[config.mk]
export PLATFORM = sky130hd
export DESIGN_NAME = dual_slope_conversion_sequencer
export DESIGN_NICKNAME = d
export VERILOG_FILES = /design/src/hdl/dual_slope_conversion_sequencer.v
export VERILOG_INCLUDE_DIRS = /design/src /design/src/hdl
export SDC_FILE = /design/constraint.sdc
export NUM_CORES = 1
export LEC_CHECK = 0
export ABC_AREA = 1
export ABC_CLOCK_PERIOD_IN_PS = 3640
export BUFFER_PORTS_ARGS = -buffer_cell sky130_fd_sc_hd__buf_2
export CORE_MARGIN = 5
export CORE_UTILIZATION = 56
export CTS_CLUSTER_SIZE = 24
export DETAILED_ROUTE_END_ITERATION = 8
export PLACE_DENSITY = 0.81
export SLEW_MARGIN = 15
export SYNTH_ARGS = -nofsm -noshare
export SYNTH_HDL_FRONTEND = slang
export SYNTH_SLANG_ARGS = --single-unit
[constraint.sdc]
create_clock -name pclk -period 3.64 [get_ports pclk]
set_input_delay 0.728 -clock pclk [delete_from_list [all_inputs] [get_ports pclk]]
set_output_delay 0.728 -clock pclk [all_outputs]
set_load 0.02 [all_outputs]
[src/hdl/dual_slope_map.vh]
// register map, field positions, reset values and phase counts of the conversion sequencer
`ifndef DUAL_SLOPE_MAP_VH
`define DUAL_SLOPE_MAP_VH
`define DS_OFF_CTRL 12'h000
`define DS_OFF_STATUS 12'h004
`define DS_OFF_RESULT 12'h008
`define DS_OFF_LAST 12'h00c
`define DS_CTRL_PEAK_BIT 0
`define DS_CTRL_RANGE_BIT 1
`define DS_CTRL_RESET 2'h0
`define DS_ST_PHASE_LSB 0
`define DS_ST_PHASE_MSB 1
`define DS_ST_POL_BIT 2
`define DS_ST_OVR_BIT 3
`define DS_ST_GT_BIT 4
`define DS_ST_DEINT_BIT 5
`define DS_RES_CNT_MSB 12
`define DS_RES_POL_BIT 13
`define DS_RES_OVR_BIT 14
`define DS_CYCLE_COUNTS 13'h1f40
`define DS_AZ_COUNTS 13'h05dc
`define DS_INT_COUNTS 13'h07d0
`define DS_INT_SHORT_COUNTS 13'h00c8
`define DS_DE_MAX_COUNTS 13'h0fa1
`define DS_ZI_MIN_COUNTS 13'h01f4
`define DS_GT_HOLD_CLKS 6'h32
`endif

[src/hdl/dual_slope_conversion_sequencer.v]
// dual-slope integrating converter sequencer with apb register slave
//
// The implementer's own choices: register access over APB and the placing of the registers.
`timescale 1ns/1ns
`include "dual_slope_map.vh"
module dual_slope_conversion_sequencer #(
	parameter [12:0] CYCLE_COUNTS = `DS_CYCLE_COUNTS,
	parameter [12:0] AZ_COUNTS = `DS_AZ_COUNTS,
	parameter [12:0] INT_COUNTS = `DS_INT_COUNTS,
	parameter [12:0] INT_SHORT_COUNTS = `DS_INT_SHORT_COUNTS,
	parameter [12:0] DE_MAX_COUNTS = `DS_DE_MAX_COUNTS,
	parameter [12:0] ZI_MIN_COUNTS = `DS_ZI_MIN_COUNTS,
	parameter [5:0] GT_HOLD_CLKS = `DS_GT_HOLD_CLKS
) (
	input wire pclk,
	input wire presetn,
	input wire psel,
	input wire penable,
	input wire pwrite,
	input wire [11:0] paddr,
	input wire [31:0] pwdata,
	output reg [31:0] prdata,
	output reg pready,
	output reg pslverr,
	input wire comparator_in,
	output reg zero_int_sw,
	output reg offset_store_cap_loop,
	output reg input_connect,
	output reg ref_pos_connect,
	output reg ref_neg_connect,
	output reg deint_status,
	output reg conv_done,
	output reg greater_than_flag,
	output reg [12:0] display_count,
	output reg display_polarity,
	output reg display_overrange
);
	localparam [1:0] PH_ZERO = 2'h0;
	localparam [1:0] PH_AZ = 2'h1;
	localparam [1:0] PH_INT = 2'h2;
	localparam [1:0] PH_DE = 2'h3;
	localparam [12:0] CYC_START = AZ_COUNTS + INT_COUNTS + DE_MAX_COUNTS - 13'h0001;

	// true when magnitude a is strictly above magnitude b
	function mag_above;
		input [12:0] a;
		input [12:0] b;
		begin
			mag_above = (a > b);
		end
	endfunction

	// switch pattern: zero, loop, input, ref pos, ref neg
	function [4:0] switch_decode;
		input [1:0] ph;
		input pol;
		begin
			case (ph)
				PH_ZERO: switch_decode = 5'h10;
				PH_AZ: switch_decode = 5'h08;
				PH_INT: switch_decode = 5'h04;
				PH_DE: switch_decode = pol ? 5'h01 : 5'h02;
				default: switch_decode = 5'h10;
			endcase
		end
	endfunction

	reg [1:0] ctrl_reg;
	reg tick_reg;
	reg comp_meta_reg;
	reg comp_sync_reg;
	reg [1:0] phase_reg;
	reg [1:0] phase_next;
	reg [12:0] cyc_reg;
	reg [12:0] cyc_next;
	reg [12:0] de_reg;
	reg [12:0] de_next;
	reg pol_reg;
	reg pol_next;
	reg conv_end;
	reg ovr_now;
	reg [12:0] last_count_reg;
	reg last_pol_reg;
	reg last_ovr_reg;
	reg [5:0] gt_cnt_reg;
	reg [31:0] rd_mux;
	reg mapped;

	wire peak_keep_select = ctrl_reg[`DS_CTRL_PEAK_BIT];
	wire range_divide_input = ctrl_reg[`DS_CTRL_RANGE_BIT];
	wire [12:0] int_len = range_divide_input ? INT_SHORT_COUNTS : INT_COUNTS;
	wire [12:0] int_last = AZ_COUNTS + int_len - 13'h0001;
	wire crossing = (comp_sync_reg != pol_reg);
	wire apb_setup = psel & ~penable;
	wire apb_write = psel & penable & pready & pwrite;
	wire [4:0] sw_next = switch_decode(phase_next, pol_next);

	// phase sequencing on count ticks only
	always @* begin
		phase_next = phase_reg;
		cyc_next = cyc_reg;
		de_next = de_reg;
		pol_next = pol_reg;
		conv_end = 1'b0;
		ovr_now = 1'b0;
		if (tick_reg) begin
			// free cycle counter fixes total length whatever the input
			if (cyc_reg == CYCLE_COUNTS - 13'h0001) begin
				cyc_next = 13'h0000;
			end else begin
				cyc_next = cyc_reg + 13'h0001;
			end
			case (phase_reg)
				PH_ZERO: begin
					// ends at cycle wrap, so it absorbs unused deintegrate counts
					if (cyc_reg == CYCLE_COUNTS - 13'h0001) begin
						phase_next = PH_AZ;
					end
				end
				PH_AZ: begin
					if (cyc_reg == AZ_COUNTS - 13'h0001) begin
						phase_next = PH_INT;
					end
				end
				PH_INT: begin
					if (cyc_reg == int_last) begin
						phase_next = PH_DE;
						de_next = 13'h0000;
						pol_next = comp_sync_reg;
					end
				end
				PH_DE: begin
					de_next = de_reg + 13'h0001;
					if (crossing || de_next == DE_MAX_COUNTS) begin
						phase_next = PH_ZERO;
						conv_end = 1'b1;
						ovr_now = ~crossing;
					end
				end
				default: begin
					phase_next = PH_ZERO;
				end
			endcase
		end
	end

	// count enable and comparator synchroniser
	always @(posedge pclk or negedge presetn) begin
		if (!presetn) begin
			tick_reg <= 1'b0;
			comp_meta_reg <= 1'b0;
			comp_sync_reg <= 1'b0;
		end else begin
			tick_reg <= ~tick_reg;
			// comparator is asynchronous to pclk
			comp_meta_reg <= comparator_in;
			comp_sync_reg <= comp_meta_reg;
		end
	end

	// phase state and switch drive
	always @(posedge pclk or negedge presetn) begin
		if (!presetn) begin
			phase_reg <= PH_ZERO;
			// first zero phase after reset is one count longer than the minimum span
			cyc_reg <= CYC_START;
			de_reg <= 13'h0000;
			pol_reg <= 1'b0;
			zero_int_sw <= 1'b1;
			offset_store_cap_loop <= 1'b0;
			input_connect <= 1'b0;
			ref_pos_connect <= 1'b0;
			ref_neg_connect <= 1'b0;
			deint_status <= 1'b0;
			conv_done <= 1'b0;
		end else begin
			phase_reg <= phase_next;
			cyc_reg <= cyc_next;
			de_reg <= de_next;
			pol_reg <= pol_next;
			zero_int_sw <= sw_next[4];
			offset_store_cap_loop <= sw_next[3];
			input_connect <= sw_next[2];
			ref_pos_connect <= sw_next[1];
			ref_neg_connect <= sw_next[0];
			deint_status <= (phase_next == PH_DE);
			conv_done <= conv_end;
		end
	end

	// result capture and display register
	always @(posedge pclk or negedge presetn) begin
		if (!presetn) begin
			last_count_reg <= 13'h0000;
			last_pol_reg <= 1'b0;
			last_ovr_reg <= 1'b0;
			display_count <= 13'h0000;
			display_polarity <= 1'b0;
			display_overrange <= 1'b0;
		end else begin
			// overrange keeps the full span, so it compares as largest
			if (conv_end) begin
				last_count_reg <= de_next;
				last_pol_reg <= pol_reg;
				last_ovr_reg <= ovr_now;
			end
			// display moves as conv_done falls
			if (conv_done && (!peak_keep_select || mag_above(last_count_reg, display_count))) begin
				display_count <= last_count_reg;
				display_polarity <= last_pol_reg;
				display_overrange <= last_ovr_reg;
			end
		end
	end

	// greater-than flag and its hold timer
	always @(posedge pclk or negedge presetn) begin
		if (!presetn) begin
			greater_than_flag <= 1'b0;
			gt_cnt_reg <= 6'h00;
		end else begin
			if (conv_done) begin
				gt_cnt_reg <= GT_HOLD_CLKS;
			end else if (gt_cnt_reg != 6'h00) begin
				gt_cnt_reg <= gt_cnt_reg - 6'h01;
			end
			// set beats the timed clear
			if (conv_end && mag_above(de_next, display_count)) begin
				greater_than_flag <= 1'b1;
			end else if (gt_cnt_reg == 6'h01 && !conv_done) begin
				greater_than_flag <= 1'b0;
			end
		end
	end

	// read mux; reserved bits read zero
	always @* begin
		rd_mux = 32'h00000000;
		mapped = 1'b1;
		case (paddr)
			`DS_OFF_CTRL: rd_mux[1:0] = ctrl_reg;
			`DS_OFF_STATUS: begin
				rd_mux[`DS_ST_PHASE_MSB:`DS_ST_PHASE_LSB] = phase_reg;
				rd_mux[`DS_ST_POL_BIT] = pol_reg;
				rd_mux[`DS_ST_OVR_BIT] = last_ovr_reg;
				rd_mux[`DS_ST_GT_BIT] = greater_than_flag;
				rd_mux[`DS_ST_DEINT_BIT] = deint_status;
			end
			`DS_OFF_RESULT: begin
				rd_mux[`DS_RES_CNT_MSB:0] = display_count;
				rd_mux[`DS_RES_POL_BIT] = display_polarity;
				rd_mux[`DS_RES_OVR_BIT] = display_overrange;
			end
			`DS_OFF_LAST: begin
				rd_mux[`DS_RES_CNT_MSB:0] = last_count_reg;
				rd_mux[`DS_RES_POL_BIT] = last_pol_reg;
				rd_mux[`DS_RES_OVR_BIT] = last_ovr_reg;
			end
			default: mapped = 1'b0;
		endcase
	end

	// zero-wait slave: data registered in setup, ready in the access cycle
	always @(posedge pclk or negedge presetn) begin
		if (!presetn) begin
			ctrl_reg <= `DS_CTRL_RESET;
			prdata <= 32'h00000000;
			pready <= 1'b0;
			pslverr <= 1'b0;
		end else begin
			pready <= apb_setup;
			pslverr <= apb_setup & ~mapped;
			if (apb_setup) begin
				prdata <= pwrite ? 32'h00000000 : rd_mux;
			end
			if (apb_write && paddr == `DS_OFF_CTRL) begin
				ctrl_reg <= pwdata[1:0];
			end
		end
	end
endmodule

==> flow_summary.toml, run 1 <==
[timing]
tightest_slew_ns = 0.866
min_period_ns = 3.30
rsz0062_at_grt = "false"
finClkSkew_ns = 0.0152
max-slew-margin-rel_pct = 42.3
hold_viol_final = 0
fin_crit_sh_pct = 90.8
finalSetupViolations = 0
clock.fmax_mhz = 303
final.setup.tns_ns = 0
drv_slew = 0

[clock_network]
cts_buffers = 9
cts_sinks = 95
cts-root-buf = "clkbuf_8"
cts_buffer_depth = 2
cts_tree = "done"
cts_resized = 0
htree_num_levels = 3
post_cts_buffers = 0
path_clk_slew_ns = 0.10
hold_buffers = 0
clock_latency_ns = 0.37

[place]
place_congestion = 0.906
portBuffers = 59
placed_area_mm2 = 0.00574
dp_hpwl_mm = 9.99

[detailed_routing]
drt-total-wl_mm = 13.1
ant_nets = 0
routed_via_density = 5.48
first_iter_violations = 400
drtPass1Iterations = 5
wl_per_cell_um = 15.1
vias = 4748
drcViolationCount = 0

[setup_path]
start_kind = "flop"
critPathRequiredTime_ns = 3.89
crit_arrival_ns = 3.55
end_kind = "flop"
crit_path_max_fanout = 11
rrSetupSlack_ns = 0.34
critical_path_class = "flop to flop"

[logic_synthesis]
syn_area_mm2 = 0.00539
synthFlopType = "dfrtp_1"
yosysTopAreaCellShare_pct = 40.4
syn_avg_cell_area_um2 = 8.01
synth.area.top_cells = "dfrtp_1 (40%), nand2_1 (10%), ha_1 (7.2%), inv_1 (6.1%), nand3_1 (4.7%)"
yosys.cell_types.count = 42
ys_warn_count = 0
postSynthCellCount = 673
synth-edff-count = 0
synth_top_area_cell = "dfrtp_1"
async_flop_share_pct = 100
seq_area_frac_synth_pct = 44.3
synth_seq_cells = 95

[pwr]
p_total_mw = 1.81
p_sw_share_pct = 25.3
seq_power_share_pct = 58.5
p_leak_nw = 3.07
p_switching_mw = 0.458
power_frac_clock_pct = 37.8
combPwrFrac_pct = 3.7
power_density_mw_per_mm2 = 305
ir_worst_vdd_v = 0.000220
internal_power_mw = 1.35

[final_layout]
seq_area_mm2 = 0.00239
antennaDiodeCount = 0
finalInstanceArea_mm2 = 0.00593
layout-drive-gt1-share_pct = 14.7
utilization_pct = 63.6
largest_reg_flops = 15
nets = 813
multi_input_area_mm2 = 0.00252
syn2layout_area_growth_pct = 10.1
largest_register = "prdata"
fillers = 813

[floorplanning]
fp.coreArea_mm2 = 0.00933
die_area_mm2 = 0.0117
fp.dieH_um = 108
rows = 35
die_w_um = 108
pin_count = 107
start_util_pct = 57.8

[grt]
grt_usage_pct = 23.5
grt_max_degree = 69
grt_pass1_vias = 4616
grt.overflow.total = 0
antenna_found_initial = 0
grt_pass1_wl_mm = 21.9

[run_status]
status = "completed"

[run]
maxCapViolations = 0

[min_path]
hp-class = "flop to flop"
-- per-stage QoR --
| stage | setup WS, ns | cells | hold slack [ns] |
|---|---|---|---|
| after floorplan | 1.02 | 689 | 0.331 |
| after global placement | 0.535 | 850 | 0.336 |
| after detailed placement | 0.467 | 850 | 0.340 |
| after CTS | 0.413 | 866 | 0.361 |
| after global routing | 0.165 | 866 | 0.378 |
| final | 0.336 | 866 | 0.359 |
-- layer usage --
metal / share of wire, % / track usage [%] / wire length, µm
met5: 0 / 0 / 0
met4: 2.2 / 7.48 / 283
met3: 6.6 / 3.58 / 860
met2: 47 / 38.7 / 6140
met1: 44 / 31.9 / 5800
-- placed cells by master (no fill, tap or decap), drive strengths merged, types with 8 or more instances in the layout --
cell / instances
nor3: 14
conb: 17
o211ai: 10
ha: 31
nand2: 150
buf: 64
nor2: 68
o22ai: 10
clkbuf: 10
o21ai: 45
nand3: 53
dfstp: 8
a21oi: 31
inv: 90
dfrtp: 87
-- critical path: stages, from the launching register on --
cell and delay [ns]:
dfrtp_1 0.48, inv_1 0.14, nand2_2 0.11, inv_1 0.09, nand3_1 0.06, nor3_1 0.14
nand3_1 0.20, nor2_2 0.21, inv_1 0.23, o211ai_1 0.20, inv_1 0.13, ha_1 0.33
a21oi_1 0.15, o21ai_0 0.11, a21oi_1 0.14, nor2_1 0.05, o21ai_0 0.14, nand2_1 0.07
o311ai_1 0.12, nand2_1 0.08
-- cells in the mapped netlist, drive strengths merged (3+ instances only) --
master / count
dfstp: 8
nand4: 7
dfrtp: 87
ha: 31
nor2: 68
nand3: 53
inv: 87
nor3: 14
o21ai: 45
clkbuf: 11
buf: 21
nor3b: 4
nand2: 150
o31ai: 3
o211ai: 10
xor2: 7
a22o: 4
o22ai: 10
a21oi: 31
-- logic make-up after synthesis --
logic type,Yosys count,synth area share (%)
AO/OA/AOI/OAI,116,13.0
XOR/XNOR,9,1.46
adder cells (fa/ha/maj),31,7.20
buffers and inverters,121,9.96
flip-flops,95,44.3
multiplexers,1,0.209
other,1,0.0696
AND/OR/NAND/NOR,299,23.8
-- power by group through the flow --
stage / combinational [mW] / clock [mW] / sequential [mW]
2_1_floorplan: 0.0406 / 0 / 1.08
3_3_place_gp: 0.0647 / 0 / 1.08
3_5_place_dp: 0.0672 / 0 / 1.08
4_1_cts: 0.0670 / 0.690 / 1.06
5_1_grt: 0.0747 / 0.737 / 1.06
6_report: 0.0666 / 0.684 / 1.06
-- cell type report --
cell class	instances	area share, %
sequential	95	40.2
tap	129	2.72
clock inverter	6	0.886
inverter	89	5.63
timing repair buffer	64	5.65
clock buffer	10	2.32
multi-input combinational	473	42.6
-- final timing paths --
kind | startpoint | cells past startpoint | end
min in group asynchronous | presetn | 1 | prdata[3]
worst min register to register | comp_meta_reg | 0 | comp_sync_reg
worst max-delay path | phase_reg[0] | 19 | greater_than_flag
worst max register to register | phase_reg[0] | 19 | greater_than_flag
worst min-delay path | comp_meta_reg | 0 | comp_sync_reg
max in group asynchronous | presetn | 2 | cyc_reg[10]
No activity file was read; power rests on OpenSTA's default activity.
==> run 2, diff against run 1 <==
--- a/config.mk
+++ b/config.mk
@@ -13,6 +13,7 @@
 export CORE_UTILIZATION = 56
 export CTS_CLUSTER_SIZE = 24
 export DETAILED_ROUTE_END_ITERATION = 8
+export GPL_TIMING_DRIVEN = 0
 export PLACE_DENSITY = 0.81
 export SLEW_MARGIN = 15
 export SYNTH_ARGS = -nofsm -noshare
==> flow_summary.toml, run 2 (same netlist as run 1, synthesis figures left out) <==
[run_status]
status = "completed"

[timing]
rsz0062_at_grt = "false"
finClkSkew_ns = 0.0125
fin_crit_sh_pct = 87.3
final.setup.tns_ns = 0
max-slew-margin-rel_pct = 55.6
hold_ws_ns = 0.320
tightest_slew_ns = 0.661
min_period_ns = 3.18
drv_slew = 0
hold_viol_final = 0
finalSetupViolations = 0
clock.fmax_mhz = 315

[setup_path]
end_kind = "flop"
path_cells = "inv_1 -> nand2_2 -> inv_1 -> nand3_1 -> nor3_1 -> nand3_1 -> nor2_2 -> inv_1 -> buf_6 -> o211ai_1 -> inv_1 -> ha_1 -> a21oi_1 -> o21ai_0 -> a21oi_1 -> nor2_1 -> o21ai_0 -> nand2_1 -> o311ai_1 -> nand2_1"
start_kind = "flop"
critical_path_class = "flop to flop"
crit_top_cell = "inv_1"
max_stage_delay_ns = 0.49
crit_slowest_cell = "dfrtp_1"
crit_arrival_ns = 3.43
critPathRequiredTime_ns = 3.89
crit_path_max_fanout = 10

[clock_network]
cts_sinks = 95
cts_buffers = 9
htree_num_levels = 3
post_cts_buffers = 0
path_clk_slew_ns = 0.10
cts_resized = 0
cts-root-buf = "clkbuf_8"
cts_buffer_depth = 2
hold_buffers = 0
clock_latency_ns = 0.37
cts_tree = "done"

[place]
place_inst = 878
placed_area_mm2 = 0.00594
portBuffers = 59
place_congestion = 0.972
dp_hpwl_mm = 10.5

[final_layout]
syn2layout_area_growth_pct = 14.0
nets = 841
antennaDiodeCount = 0
largest_register = "prdata"
utilization_pct = 65.9
final_cell_mix = "nand2_1 (146), inv_1 (87), dfrtp_1 (87)"
finalInstanceArea_mm2 = 0.00615
finalNonFillerCells = 894
layout-drive-gt1-share_pct = 16.3
largest_reg_flops = 15
final_common_cell = "nand2_1"

[grt]
grt_pass1_wl_mm = 22.2
grt_usage_pct = 23.8
grt_max_degree = 57
grt_pass1_vias = 4740
antenna_found_initial = 0
grt.overflow.total = 0

[floorplanning]
die_w_um = 108
pin_count = 107
start_util_pct = 57.8
fp.dieH_um = 108
fp.coreArea_mm2 = 0.00933
rows = 35
die_area_mm2 = 0.0117

[detailed_routing]
vias = 4939
drtPass1Iterations = 6
wl_per_cell_um = 14.8
first_iter_violations = 409
drcViolationCount = 0
routed_via_density = 5.52
ant_nets = 0
drt-total-wl_mm = 13.3

[min_path]
hp-class = "input pin to async pin"

[pwr]
p_leak_nw = 3.20
ir_worst_vdd_v = 0.000201
power_density_mw_per_mm2 = 307

[run]
maxCapViolations = 0
-- run 2: path summary, 6_finish.rpt --
kind / start / end / slack (ns) / cells after the start
max: phase_reg[0] / greater_than_flag / 0.46 / 20
min: presetn / display_count[0] / 0.32 / 1
max reg2reg: phase_reg[0] / greater_than_flag / 0.46 / 20
min reg2reg: comp_meta_reg / comp_sync_reg / 0.36 / 0
max in group asynchronous: presetn / zero_int_sw / 2.61 / 2
min in group pclk: comp_meta_reg / comp_sync_reg / 0.36 / 0
-- run 2: critical path, delay by kind of cell, from the launching register on --
| kind | cells | cell delay [ns] |
|---|---|---|
| fa+ha+maj | 1 | 0.32 |
| compound gates | 6 | 0.75 |
| flops | 1 | 0.49 |
| buf+inv | 5 | 0.57 |
| simple gates | 8 | 0.92 |
-- run 2: final cells by class --
| class | count | area (µm²) |
|---|---|---|
| Inverter | 89 | 334 |
| Sequential cell | 95 | 2390 |
| Buffer | 32 | 203 |
| Clock buffer | 9 | 124 |
| Clock inverter | 7 | 86.3 |
| Fill cell | 797 | 3180 |
| Tap cell | 129 | 161 |
| Timing Repair Buffer | 60 | 325 |
| Multi-Input combinational cell | 473 | 2520 |
-- run 2: power by group --
group          internal [mW]  total, mW  switching [mW]
sequential              1.06       1.06        0.000866
combinational         0.0268     0.0822          0.0554
clock                  0.333      0.745           0.412
-- run 2: routing by layer --
layer / wire length, µm / track usage [%] / up-vias
met5: 0 / 0 / -
met4: 456 / 11.2 / 0
met3: 1060 / 3.94 / 39
met2: 6060 / 38.1 / 202
met1: 5680 / 31.6 / 2338
li1: - / - / 2360
-- run 2: through the flow --
stage	power, mW	worst slack, ns
floorplan	1.12	1.02
global placement	1.15	0.508
detailed placement	1.16	0.471
CTS	1.90	0.459
global route	1.95	0.115
finish	1.89	0.462
==> run 3, diff against run 2 <==
--- a/config.mk
+++ b/config.mk
@@ -9,12 +9,14 @@
 export ABC_AREA = 1
 export ABC_CLOCK_PERIOD_IN_PS = 3640
 export BUFFER_PORTS_ARGS = -buffer_cell sky130_fd_sc_hd__buf_2
+export CAP_MARGIN = 30
 export CORE_MARGIN = 5
 export CORE_UTILIZATION = 56
 export CTS_CLUSTER_SIZE = 24
 export DETAILED_ROUTE_END_ITERATION = 8
 export GPL_TIMING_DRIVEN = 0
 export PLACE_DENSITY = 0.81
+export RECOVER_POWER = 25
 export SLEW_MARGIN = 15
 export SYNTH_ARGS = -nofsm -noshare
 export SYNTH_HDL_FRONTEND = slang
==> flow_summary.toml, run 3 (same netlist as run 1, synthesis figures left out) <==
[place]
dp_hpwl_mm = 10.5
portBuffers = 59
place_congestion = 0.972

[setup_path]
start_kind = "flop"
rr_worst_depth = 20
critPathRequiredTime_ns = 3.89
critical_path.startpoint = "phase_reg[0]"
r2r_start = "phase_reg[0]"
crit_arrival_ns = 3.43
end_kind = "flop"
rrSetupSlack_ns = 0.46
crit_path_end = "greater_than_flag"
crit_path_max_fanout = 10
critical_path_class = "flop to flop"
r2r_end = "greater_than_flag"

[min_path]
hp-class = "flop to flop"

[timing]
hold_viol_final = 0
tightest_slew_ns = 2.23
drv_slew = 40
finClkSkew_ns = 0.0129
fin_crit_sh_pct = 87.3
min_period_ns = 3.18
rsz0062_at_grt = "false"
clock.fmax_mhz = 315
hold_ws_ns = 0.361
max-slew-margin-rel_pct = -48.4
finalSetupViolations = 0
final.setup.tns_ns = 0

[final_layout]
final_cell_mix = "nand2_1 (146), inv_1 (87), dfrtp_1 (87)"
largest_register = "prdata"
nets = 841
multi_input_area_mm2 = 0.00252
antennaDiodeCount = 0
layout-drive-gt1-share_pct = 16.2
syn2layout_area_growth_pct = 14.0
largest_reg_flops = 15
fillers = 798
final_common_cell = "nand2_1"
seq_area_mm2 = 0.00239

[clock_network]
hold_buffers = 0
clock_latency_ns = 0.37
cts_sinks = 95
htree_num_levels = 3
path_clk_slew_ns = 0.10
cts_buffers = 9
cts_buffer_depth = 2
cts-root-buf = "clkbuf_8"
post_cts_buffers = 0
cts_resized = 0
cts_tree = "done"

[detailed_routing]
wl_per_cell_um = 14.8
vias = 4940
drcViolationCount = 0
routed_via_density = 5.53
drt-total-wl_mm = 13.2
first_iter_violations = 408
ant_nets = 0
drtPass1Iterations = 5

[pwr]
power_density_mw_per_mm2 = 307
p_leak_nw = 3.19
ir_worst_vdd_v = 0.000201

[grt]
grt_usage_pct = 23.8
grt_max_degree = 57
grt_pass1_vias = 4740
grt_pass1_wl_mm = 22.2
antenna_found_initial = 0
grt.overflow.total = 0

[run_status]
violations = "max-capacitance violations, max-slew violations"
status = "finished, violations left"

[floorplanning]
die_w_um = 108
pin_count = 107
rows = 35
die_area_mm2 = 0.0117
fp.dieH_um = 108
fp.coreArea_mm2 = 0.00933
start_util_pct = 57.8

[run]
maxCapViolations = 1
run 3: per-stage QoR:
stage | instances | util, % | setup slack [ns] | power (mW) | cell area, µm²
2_1_floorplan | 689 | - | 1.02 | 1.12 | 5450
3_3_place_gp | 877 | 63.3 | 0.508 | 1.15 | 5910
3_5_place_dp | 878 | 63.6 | 0.471 | 1.16 | 5940
4_1_cts | 894 | 65.9 | 0.459 | 1.90 | 6150
5_1_grt | 894 | 65.8 | 0.115 | 1.95 | 6140
6_report | 894 | 65.8 | 0.463 | 1.89 | 6140
run 3: report_power, final:
part | leakage [nW] | switching (mW) | internal (mW)
logic | 1.81 | 0.0554 | 0.0266
clock network | 0.104 | 0.413 | 0.333
registers | 1.28 | 0.000866 | 1.06
run 3: cell type report:
type | count | area share, %
Buffer | 32 | 3.30
Clock buffer | 9 | 2.02
Clock inverter | 7 | 1.41
Inverter | 89 | 5.44
Multi-Input combinational cell | 473 | 41.1
Sequential cell | 95 | 38.9
Tap cell | 129 | 2.63
Timing Repair Buffer | 60 | 5.24
run 3: worst min path at each step:
stage	start	to	slack, ns	depth (start not counted)
final	comp_meta_reg	comp_sync_reg	0.36	0
after global placement	comp_meta_reg	comp_sync_reg	0.33	0
after floorplan	comp_meta_reg	comp_sync_reg	0.33	0
after CTS	presetn	display_count[0]	0.33	1
after global routing	comp_meta_reg	comp_sync_reg	0.38	0
after detailed placement	comp_meta_reg	comp_sync_reg	0.34	0
run 3: metal layers:
layer | part of all wire (%) | vias up | wire length [µm] | GRT usage [%]
met5 | 0 | - | 0 | 0
met3 | 7.6 | 37 | 1010 | 3.94
met4 | 3.4 | 0 | 454 | 11.2
met1 | 43 | 2340 | 5710 | 31.6
li1 | - | 2361 | - | -
met2 | 46 | 202 | 6050 | 38.1
run 3: critical path: stages (launching register included):
cell      delay [ns]
dfrtp_1         0.49
inv_1           0.15
nand2_2         0.11
inv_1           0.09
nand3_1         0.06
nor3_1          0.15
nand3_1         0.20
nor2_2          0.20
inv_1           0.08
buf_6           0.15
o211ai_1        0.12
inv_1           0.10
ha_1            0.33
a21oi_1         0.15
o21ai_0         0.10
a21oi_1         0.13
nor2_1          0.05
o21ai_0         0.14
nand2_1         0.07
o311ai_1        0.11
nand2_1         0.08
